<file path="src/watchdog_consts.vh">
// Purpose: constants for the watchdog block
// Assumes: 32-bit AXI4-Lite register bus, 25 MHz system clock
// Notes: all offsets are byte addresses
`ifndef WATCHDOG_CONSTS_VH
`define WATCHDOG_CONSTS_VH
// ****************************************
// Register map
// ****************************************
`define OFS_RESET_CTL 4'h0
`define OFS_CONFIG 4'h4
`define OFS_CMD 4'h8
`define OFS_STATUS 4'hc
// ****************************************
// Reset control register bits
// ****************************************
`define BIT_SWEN 5
`define BIT_TIMEOUT 4
`define BIT_SLEEP 3
`define BIT_IDLE 2
// ****************************************
// Config word fields
// ****************************************
`define CFG_POST_LSB 0
`define CFG_PRE_BIT 4
`define CFG_WINDOW_DIS_BIT 6
`define CFG_FIXEN_BIT 7
`define CFG_RESET 8'hcf
// ****************************************
// Command register bits
// ****************************************
`define CMD_CLEAR 0
`define CMD_SLEEP 1
`define CMD_IDLE 2
`define CMD_WAKE 3
`define CMD_CLKSW 4
// ****************************************
// Timing
// ****************************************
`define SYS_CLOCK_HZ 25000000
`define RC_OSC_HZ 32000
// Last count of the 782-clock tick divider, 25 MHz over 32 kHz rounded up
`define RC_TICK_TOP 11'h30d
`define PRE_SHORT 7'h1f
`define PRE_LONG 7'h7f
`define RESP_OKAY 2'b00
`define RESP_SLVERR 2'b10
`endif

</file>
<file path="src/low_power_rc_oscillator_divider.v">
// Purpose: low-power RC tick source for the watchdog
// Assumes: one system clock; tick is a one-cycle enable
// Notes: runs only while enabled, restarts from zero
`timescale 1ns/1ps
`include "watchdog_consts.vh"
module rc_tick_divider
(
   input wire clock,
   input wire arst_n,
   input wire enable,
   output reg tick
);
   reg [10:0] count_reg;
   always @(posedge clock or negedge arst_n)
   begin
      if (!arst_n)
      begin
         count_reg <= 11'h000;
         tick <= 1'b0;
      end
      else if (!enable)
      begin
         count_reg <= 11'h000;
         tick <= 1'b0;
      end
      else if (count_reg == `RC_TICK_TOP)
      begin
         count_reg <= 11'h000;
         tick <= 1'b1;
      end
      else
      begin
         count_reg <= count_reg + 11'h001;
         tick <= 1'b0;
      end
   end
endmodule

</file>
<file path="src/watchdog_timer.v">
// Contract
// - Counter runs from the RC oscillator, which runs whenever watchdog enabled.
// - Prescaler divides by 32 when select is 0, by 128 when 1.
// - Nominal base timeout is 1 ms or 4 ms at 32 kHz.
// - Four-bit postscale field divides by two to the power of code.
// - Reset, clock switch, sleep entry/exit and clear zero the prescale and postscale counters.
// - Counting continues in sleep/idle; timeout there wakes instead of reset.
// - Fixed enable set keeps watchdog running, software enable ignored.
// - Fixed enable clear: software enable bit 5 gates running; reset clears it.
// - Window disable 1 selects non-window mode, 0 selects window mode.
// - Window mode: clear before final quarter of period (final half at postscale 1:2) causes reset outside sleep/idle.
// - Timeout flag bit 4 sets on timeout and stays until cleared.
//
// Purpose: watchdog timer with AXI4-Lite register access
// Assumes: config word written by software stands for the config fuses
// Notes: reset control register bits 5..2 live at offset 0x0
`timescale 1ns/1ps
`include "watchdog_consts.vh"
module watchdog_timer
(
   input wire clock,
   input wire arst_n,
   input wire [3:0] s_axi_awaddr,
   input wire s_axi_awvalid,
   output reg s_axi_awready,
   input wire [31:0] s_axi_wdata,
   input wire [3:0] s_axi_wstrb,
   input wire s_axi_wvalid,
   output reg s_axi_wready,
   output reg [1:0] s_axi_bresp,
   output reg s_axi_bvalid,
   input wire s_axi_bready,
   input wire [3:0] s_axi_araddr,
   input wire s_axi_arvalid,
   output reg s_axi_arready,
   output reg [31:0] s_axi_rdata,
   output reg [1:0] s_axi_rresp,
   output reg s_axi_rvalid,
   input wire s_axi_rready,
   output reg watchdog_reset,
   output reg wake_up,
   output reg low_power_rc_oscillator_en
);
   // ****************************************
   // State
   // ****************************************
   reg software_enable_bit_reg;
   reg timeout_flag_reg;
   reg sleep_flag_reg;
   reg idle_flag_reg;
   reg [7:0] config_reg;
   reg saving_reg;
   reg [6:0] pre_reg;
   reg [14:0] post_reg;
   reg [31:0] rdata_next;
   reg [1:0] rresp_next;
   reg [1:0] bresp_next;
   reg [3:0] awaddr_reg;
   reg [31:0] wdata_reg;
   reg have_aw_reg;
   reg have_w_reg;
   wire tick;
   wire [3:0] postscale_select;
   wire prescale_select;
   wire window_disable_config;
   wire fixed_enable_config;
   wire running;
   wire [6:0] pre_top;
   wire [14:0] post_top;
   wire [15:0] post_full;
   wire pre_done;
   wire expire;
   wire in_window;
   wire do_write;
   wire cmd_write;
   wire clear_cmd;
   wire enter_save;
   wire leave_save;
   wire restart;
   assign postscale_select = config_reg[`CFG_POST_LSB +: 4];
   assign prescale_select = config_reg[`CFG_PRE_BIT];
   assign window_disable_config = config_reg[`CFG_WINDOW_DIS_BIT];
   assign fixed_enable_config = config_reg[`CFG_FIXEN_BIT];
   assign running = fixed_enable_config | software_enable_bit_reg;
   // ****************************************
   // Oscillator and scalers
   // ****************************************
   rc_tick_divider osc
   (
      .clock(clock),
      .arst_n(arst_n),
      .enable(running),
      .tick(tick)
   );
   assign pre_top = prescale_select ? `PRE_LONG : `PRE_SHORT;
   assign post_full = (16'h0001 << postscale_select) - 16'h0001;
   assign post_top = post_full[14:0];
   assign pre_done = tick && (pre_reg == pre_top);
   assign expire = running && pre_done && (post_reg == post_top);
   // Final quarter: top two bits of postscaled count (top bit, final half, at 1:2), or of prescale at 1:1
   assign in_window = (postscale_select == 4'h0) ? (pre_reg >= (pre_top - (pre_top >> 2))) : (post_reg >= (post_top - (post_top >> 2)));
   // ****************************************
   // Register writes
   // ****************************************
   assign do_write = have_aw_reg && have_w_reg && !s_axi_bvalid;
   assign cmd_write = do_write && (awaddr_reg == `OFS_CMD);
   assign clear_cmd = cmd_write && wdata_reg[`CMD_CLEAR];
   assign enter_save = cmd_write && (wdata_reg[`CMD_SLEEP] | wdata_reg[`CMD_IDLE]) && !saving_reg;
   assign leave_save = saving_reg && (expire || (cmd_write && wdata_reg[`CMD_WAKE]));
   assign restart = !running || clear_cmd || enter_save || leave_save || (cmd_write && wdata_reg[`CMD_CLKSW]);
   always @(posedge clock or negedge arst_n)
   begin
      if (!arst_n)
      begin
         pre_reg <= 7'h00;
         post_reg <= 15'h0000;
      end
      else if (restart || expire)
      begin
         pre_reg <= 7'h00;
         post_reg <= 15'h0000;
      end
      else if (tick)
      begin
         if (pre_done)
         begin
            pre_reg <= 7'h00;
            post_reg <= post_reg + 15'h0001;
         end
         else
            pre_reg <= pre_reg + 7'h01;
      end
   end
   always @(posedge clock or negedge arst_n)
   begin
      if (!arst_n)
      begin
         software_enable_bit_reg <= 1'b0;
         timeout_flag_reg <= 1'b0;
         sleep_flag_reg <= 1'b0;
         idle_flag_reg <= 1'b0;
         config_reg <= `CFG_RESET;
         saving_reg <= 1'b0;
         watchdog_reset <= 1'b0;
         wake_up <= 1'b0;
         low_power_rc_oscillator_en <= 1'b0;
      end
      else
      begin
         low_power_rc_oscillator_en <= running;
         wake_up <= expire && saving_reg;
         // reset pulse on expiry or early clear in window mode, both only outside sleep/idle
         watchdog_reset <= (expire && !saving_reg) || (clear_cmd && running && !window_disable_config && !in_window && !saving_reg);
         if (do_write && awaddr_reg == `OFS_CONFIG && s_axi_wstrb[0])
            config_reg <= wdata_reg[7:0];
         if (do_write && awaddr_reg == `OFS_RESET_CTL && s_axi_wstrb[0])
         begin
            software_enable_bit_reg <= wdata_reg[`BIT_SWEN];
            sleep_flag_reg <= wdata_reg[`BIT_SLEEP];
            idle_flag_reg <= wdata_reg[`BIT_IDLE];
            timeout_flag_reg <= wdata_reg[`BIT_TIMEOUT];
         end
         if (enter_save)
         begin
            saving_reg <= 1'b1;
            sleep_flag_reg <= wdata_reg[`CMD_SLEEP];
            idle_flag_reg <= !wdata_reg[`CMD_SLEEP];
         end
         else if (leave_save)
            saving_reg <= 1'b0;
         if (expire)
            timeout_flag_reg <= 1'b1; // set wins over clear
      end
   end
   // ****************************************
   // AXI4-Lite slave
   // ****************************************
   always @*
   begin
      rresp_next = `RESP_OKAY;
      rdata_next = 32'h00000000;
      case (s_axi_araddr)
         `OFS_RESET_CTL:
         begin
            rdata_next[`BIT_SWEN] = software_enable_bit_reg;
            rdata_next[`BIT_TIMEOUT] = timeout_flag_reg;
            rdata_next[`BIT_SLEEP] = sleep_flag_reg;
            rdata_next[`BIT_IDLE] = idle_flag_reg;
         end
         `OFS_CONFIG: rdata_next[7:0] = config_reg;
         `OFS_CMD: rdata_next = 32'h00000000;
         `OFS_STATUS: rdata_next = {1'b0, post_reg, 1'b0, pre_reg, 7'h00, running};
         default: rresp_next = `RESP_SLVERR;
      endcase
      case (awaddr_reg)
         `OFS_RESET_CTL, `OFS_CONFIG, `OFS_CMD: bresp_next = `RESP_OKAY;
         default: bresp_next = `RESP_SLVERR;
      endcase
   end
   always @(posedge clock or negedge arst_n)
   begin
      if (!arst_n)
      begin
         s_axi_awready <= 1'b0;
         s_axi_wready <= 1'b0;
         s_axi_bvalid <= 1'b0;
         s_axi_bresp <= `RESP_OKAY;
         s_axi_arready <= 1'b0;
         s_axi_rvalid <= 1'b0;
         s_axi_rdata <= 32'h00000000;
         s_axi_rresp <= `RESP_OKAY;
         awaddr_reg <= 4'h0;
         wdata_reg <= 32'h00000000;
         have_aw_reg <= 1'b0;
         have_w_reg <= 1'b0;
      end
      else
      begin
         s_axi_awready <= !have_aw_reg && s_axi_awvalid && !s_axi_awready;
         s_axi_wready <= !have_w_reg && s_axi_wvalid && !s_axi_wready;
         if (s_axi_awvalid && s_axi_awready)
         begin
            awaddr_reg <= s_axi_awaddr;
            have_aw_reg <= 1'b1;
         end
         if (s_axi_wvalid && s_axi_wready)
         begin
            wdata_reg <= s_axi_wdata;
            have_w_reg <= 1'b1;
         end
         if (do_write)
         begin
            s_axi_bvalid <= 1'b1;
            s_axi_bresp <= bresp_next;
            have_aw_reg <= 1'b0;
            have_w_reg <= 1'b0;
         end
         else if (s_axi_bvalid && s_axi_bready)
            s_axi_bvalid <= 1'b0;
         s_axi_arready <= s_axi_arvalid && !s_axi_arready && !s_axi_rvalid;
         if (s_axi_arvalid && s_axi_arready)
         begin
            s_axi_rvalid <= 1'b1;
            s_axi_rdata <= rdata_next;
            s_axi_rresp <= rresp_next;
         end
         else if (s_axi_rvalid && s_axi_rready)
            s_axi_rvalid <= 1'b0;
      end
   end
endmodule

</file>
<file path="config.mk">
export PLATFORM = sky130hd
export DESIGN_NAME = watchdog_timer
export DESIGN_NICKNAME = d
export VERILOG_FILES = /design/src/low_power_rc_oscillator_divider.v /design/src/watchdog_timer.v
export VERILOG_INCLUDE_DIRS = /design/src /design/src/src
export SDC_FILE = /design/constraint.sdc
export NUM_CORES = 1
export LEC_CHECK = 0
export BUFFER_PORTS_ARGS = -buffer_cell sky130_fd_sc_hd__buf_2
export CORE_MARGIN = 2
export CORE_UTILIZATION = 55
export DETAILED_ROUTE_END_ITERATION = 12
export PLACE_DENSITY_LB_ADDON = 0.3
export SLEW_MARGIN = 30
export SYNTH_ARGS = -nofsm -noshare
export SYNTH_HDL_FRONTEND = slang
export SYNTH_SLANG_ARGS = --single-unit
</file>
<file path="constraint.sdc">
create_clock -name clock -period 11.5 [get_ports clock]
set_clock_uncertainty 0.2 [all_clocks]
set_input_delay 2.875 -clock clock [delete_from_list [all_inputs] [get_ports clock]]
set_output_delay 2.875 -clock clock [all_outputs]
set_load 0.01 [all_outputs]
</file>
* Word level (Yosys, flattened, before mapping)
Index checks and enable logic that the tools add are counted.
Cells by class: $add $sub $neg 6, order comparisons 2, equality and inequality tests 8, shift-type cells 1, multiplexer cells 34, bitwise gates (word level) 2, reductions and logical operators 67
Operators with widths (number):
- $mux 15 | 3
- $logic_and 1x1->1 | 33
- $mux 7 | 4
- $mux 23 | 1
- $mux 11 | 2
- $mux 1 | 19
- $reduce_bool 2->1 | 9
- $add 15x1->15 const B | 1
- $eq 15x15->1 | 1
- $ge 15x15->1 | 1
- $shl 1x4->15 const A | 1
- $sub 15x1->15 const B | 1
- $sub 15x13->15 | 1
- $eq 4x4->1 const B | 3
- $logic_not 1->1 | 12
- $logic_not 4->1 | 3
- $add 11x1->11 const B | 1
- $eq 11x10->1 const B | 1
- $eq 4x3->1 const B | 2
- $pmux 4 s2 | 1
- $add 7x1->7 const B | 1
- $eq 7x7->1 | 1
- $ge 7x7->1 | 1
- $logic_or 1x1->1 | 7
- other kinds (7) | 10
Word-level totals: register bits 105, output and inout bits 44, word-level logic and storage cells 145

* Longest topological paths before layout
word-level depth 12, depth in mapped cells 26, depth with buffers taken out 22

* By module
From an unflattened synthesis, not the netlist that was laid out.
Unflattened totals: cells, all modules 596, area, all modules 5903.2 um2
By module, submodules not included:
- watchdog_timer | instances 1, cells an instance 539, area each 5301.3 um2, seq. area each 2234.6 um2
- rc_tick_divider | instances 1, cells an instance 57, area each 601.8 um2, seq. area each 300.3 um2

* Least setup slack after synthesis
Ideal clock, no wire load.
path type register to register, start point register config_reg[0], end point register watchdog_reset, library setup time 0.124 ns, arrival 5.286 ns, required time 11.176 ns, setup slack 5.891 ns, stages on the path, launching flop included 24, path buffers 3, period minus slack after synthesis 5.609 ns, cell sequence dfstp_2 -> clkbuf_1 -> buf_1 -> nand3b_1 -> ha_1 -> buf_2 -> or4b_2 -> a21oi_1 -> or2_2 -> inv_1 -> ha_1 -> nor2b_1 -> o31a_1 -> or3_1 -> a21oi_1 -> mux2_2 -> a22o_1 -> ha_1 -> a21oi_1 -> o21ai_0 -> a21oi_1 -> o31a_1 -> o21ai_0 -> a21oi_1
Between the ends: longest elaborated chain between the ends 9
RTL lines:
- start, declared | RTL line watchdog_timer.v:51 | reg [7:0] config_reg;
- start signal, assigned | RTL line watchdog_timer.v:142 | config_reg <= `CFG_RESET;
- start signal, assigned | RTL line watchdog_timer.v:155 | config_reg <= wdata_reg[7:0];
- $shl 1x4->15 | RTL line watchdog_timer.v:96 | assign post_full = (16'h0001 << postscale_select) - 16'h0001;
- $sub 15x1->15 | RTL line watchdog_timer.v:96
- $sub 15x13->15 | RTL line watchdog_timer.v:101 | assign in_window = (postscale_select == 4'h0) ? (pre_reg >= (pre_top - (pre_top >> 2))) : (post_reg >= (post_t ...
- $ge 15x15->1 | RTL line watchdog_timer.v:101
- $mux 1 | RTL line watchdog_timer.v:101
- $logic_not 1->1 | RTL line watchdog_timer.v:153 | watchdog_reset <= (expire && !saving_reg) || (clear_cmd && running && !window_disable_config && !in_window && ...
- $logic_and 1x1->1 (2 in a row) | RTL line watchdog_timer.v:153
- $logic_or 1x1->1 (*) | RTL line watchdog_timer.v:153
- end signal, assigned | RTL line watchdog_timer.v:153
- end, declared | RTL line watchdog_timer.v:40 | output reg watchdog_reset,
Every way passes the cells marked *; elsewhere a longest branch is shown, timed or not. A chain may end at the register's enable or synchronous reset.

* Worst setup path in the final report
start point register config_reg[1], end point register watchdog_reset
The elaborated chain is that of the path after synthesis.

==> results.yml <==
power_and_ir_drop:
  switching_share_pct: 44.27
  power_density_mw_per_mm2: 254.4
  leakage_nw: 2.965
  power.share.sequential_pct: 31.5
  finalPower_w: 0.001632
  irDropWorstVdd_uv: 168.7
  power.share.clock_pct: 12.5
  intPower_w: 0.0009093
  p_sw_w: 0.0007225
  combPwrFrac_pct: 56.0
global_routing:
  grt_pass1_wl_mm: 21.41
  grt_use_total_pct: 23.74
  antenna_found_initial: 0
  grt_pass1_vias: 4479
  overflow: 0
  grt_max_degree: 85
worst_setup_path:
  crit_required_ns: 11.59
  cpMaxStageDelayCell: "or4b_2"
  crit_start: "config_reg[1]$_DFFE_PN1P_"
  critPathKind: "register to register"
  critPathArrivalTime_ns: 6.23
  cp-start-kind: "register"
  r2r_start: "config_reg[1]$_DFFE_PN1P_"
  max_stage_delay_ns: 0.76
  worst_setup_path_end_kind: "register"
  cp_max_fo: 33
  crit_chain: "nor2_1 > nand2_1 > ha_1 > or4b_2 > a21oi_1 > or2_2 > inv_1 > ha_1 > nor2b_1 > o31a_1 > or3_1 > o31ai_1 > a21boi_0 > xnor2_1 > ha_1 > a21oi_1 > nor2_1 > a2111oi_0 > o31a_1 > o21ai_0 > a21oi_1"
synth:
  synth-edff-count: 0
  async_flop_share_pct: 100.0
  synth_commonest_cells: "95 x dfrtp_1, 66 x nor2_1, 64 x nand2_1"
  seq_area_frac_synth_pct: 43.07
  ys.flop_type: "dfrtp_1"
  synth.largest_area_cell: "dfrtp_1"
  synth_area_leaders: "dfrtp_1 40%, ha_1 7.0%, nor2_1 4.2%, nand2_1 4.1%, mux2_2 3.6%"
  ys_warn_count: 0
  synth-seq-cells: 101
  yosysMostFrequentCell: "dfrtp_1"
  synth_cell_types: 62
  syn_inst: 626
  synth_top_area_share_pct: 40.39
  avgSynthCellArea_um2: 9.402
  syn-cell-area_mm2: 0.005886
timing:
  drv_slew: 0
  hold_violations: 0
  period_share_pct: 53.45
  rsz0062_at_grt: "no"
  worstMarginPinSlew_ns: 0.7856
  setup_tns_ns: 0
  slew_headroom_pct: 47.63
  fmax_mhz: 162.7
  setup_ws_ns: 5.353
  min_period_ns: 6.147
  setup-violations-final: 0
route:
  viasPerCell: 5.892
  wl_per_cell_um: 16.17
  vias: 4790
  drc: 0
  dr.pass1.iters: 5
  drt_iter0_drc: 259
  routed_wl_mm: 13.14
  ant_nets: 0
die:
  core_mm2: 0.01037
  die_w_um: 107.4
  rows: 37
  die_area_mm2: 0.01154
  ios: 95
  die_y_um: 107.4
  start_util_pct: 56.76
clocking:
  clockBufferDepth: 2
  cts_tree: "yes"
  cts_setup_buffers: 0
  numCtsBuffers: 9
  cts.clk_slew.worst_paths_ns: 0.09
  htreeDepth: 3
  cts_sinks: 101
  insertion_delay_ns: 0.38
  clock-root-buffer: "clkbuf_8"
  holdBufCountCts: 0
  cts_resized: 0
place:
  port_buffers: 63
  place_hpwl_mm: 9.395
  preCtsSetupSlack_ns: 5.408
  place.gp.congestion: 0.8691
cells_and_area:
  largest_register_ffs: 30
  post-route-util_pct: 61.85
  layout-drive-gt1-share_pct: 17.13
  areaGrowthSynthToFinish_pct: 8.971
  n_antenna_cell: 0
  num-nets-final: 758
hold_path:
  hp-class: "register to register"
  min_from: "s_axi_wready$_DFF_PN0_"
job:
  cap_violations: 0
run_status:
  status: "finished clean"
-- cell usage in the layout (no fill, tap or decap), types with 7 or more instances in the layout --
master and count:
dfrtp_1 95, a22o_1 23, nand4_1 8, ha_1 33, o21a_1 7, nand2_1 64, o21ai_0 36, mux2_2 19
xnor2_1 19, nand3_1 18, inv_1 28, clkbuf_8 9, buf_2 62, nor2_1 66, nor3_1 12, xor2_1 20
a21oi_1 27
-- power by group through the flow --
| stage | combinational (W) | sequential, W | clock (W) |
|---|---|---|---|
| 2_1_floorplan | 0.000772 | 0.000465 | 0 |
| 3_3_place_gp | 0.000867 | 0.000513 | 0 |
| 3_5_place_dp | 0.000905 | 0.000519 | 0 |
| 4_1_cts | 0.000911 | 0.000512 | 0.000212 |
| 5_1_grt | 0.00104 | 0.000524 | 0.000222 |
| 6_report | 0.000914 | 0.000514 | 0.000204 |
-- through the flow --
step / hold WS, ns / area, um2 / cells
2_1_floorplan: 0.2316 / 5897 / 629
5_1_grt: 0.2927 / 6414 / 813
6_report: 0.2555 / 6414 / 813
3_5_place_dp: 0.2510 / 6248 / 798
4_1_cts: 0.2629 / 6414 / 813
3_3_place_gp: 0.2379 / 6245 / 798
-- routing by layer --
layer | vias up | track usage, % | share of wire (%)
li1 | 2279 | - | -
met1 | 2348 | 31.54 | 45
met2 | 139 | 37.93 | 48
met3 | 24 | 5.630 | 5.7
met4 | 0 | 8.883 | 2.2
met5 | - | 0 | 0
-- critical path, delay by kind of cell, from the launching register on --
| family | cells | cell delay [ns] |
|---|---|---|
| buffers and inverters | 1 | 0.04 |
| and+or+nand+nor | 7 | 2.01 |
| xor gates and xnor gates | 1 | 0.17 |
| AOI/OAI and AO/OA | 9 | 1.97 |
| DFF | 1 | 0.55 |
| adders and majority gates | 3 | 1.12 |
-- kinds of logic after synthesis --
group / count (synthesis) / share of synthesized area, %
and+or+nand+nor: 231 / 19.37
AOI/OAI and AO/OA: 135 / 15.35
DFF: 101 / 43.07
buffers and inverters: 62 / 4.677
xor gates and xnor gates: 39 / 5.804
adders and majority gates: 34 / 7.356
muxes: 23 / 4.316
other: 1 / 0.06371
-- final cells by class --
cell class                 instances  area, um2
timing repair buffer              67      351.6
multi-input combinational        466       3087
clock inverter                     4      33.78
fill                             886       3956
clock buffer                      11      131.4
inverter                          28      105.1
sequential                       101       2535
tap                              136      170.2
-- final timing paths --
kind                                          endpoint  slack, ns  cells past startpoint
setup reg to reg              watchdog_reset$_DFF_PN0_       5.35                     21
min in group asynchronous  s_axi_rdata[22]$_DFFE_PN0P_       2.14                      1
hold reg to reg                 s_axi_wready$_DFF_PN0_       0.26                      1
setup / recovery              watchdog_reset$_DFF_PN0_       5.35                     21
hold / removal                  s_axi_wready$_DFF_PN0_       0.26                      1
max in group asynchronous     watchdog_reset$_DFF_PN0_       7.96                      2
Note: power is estimated with default switching activity, not from simulation.
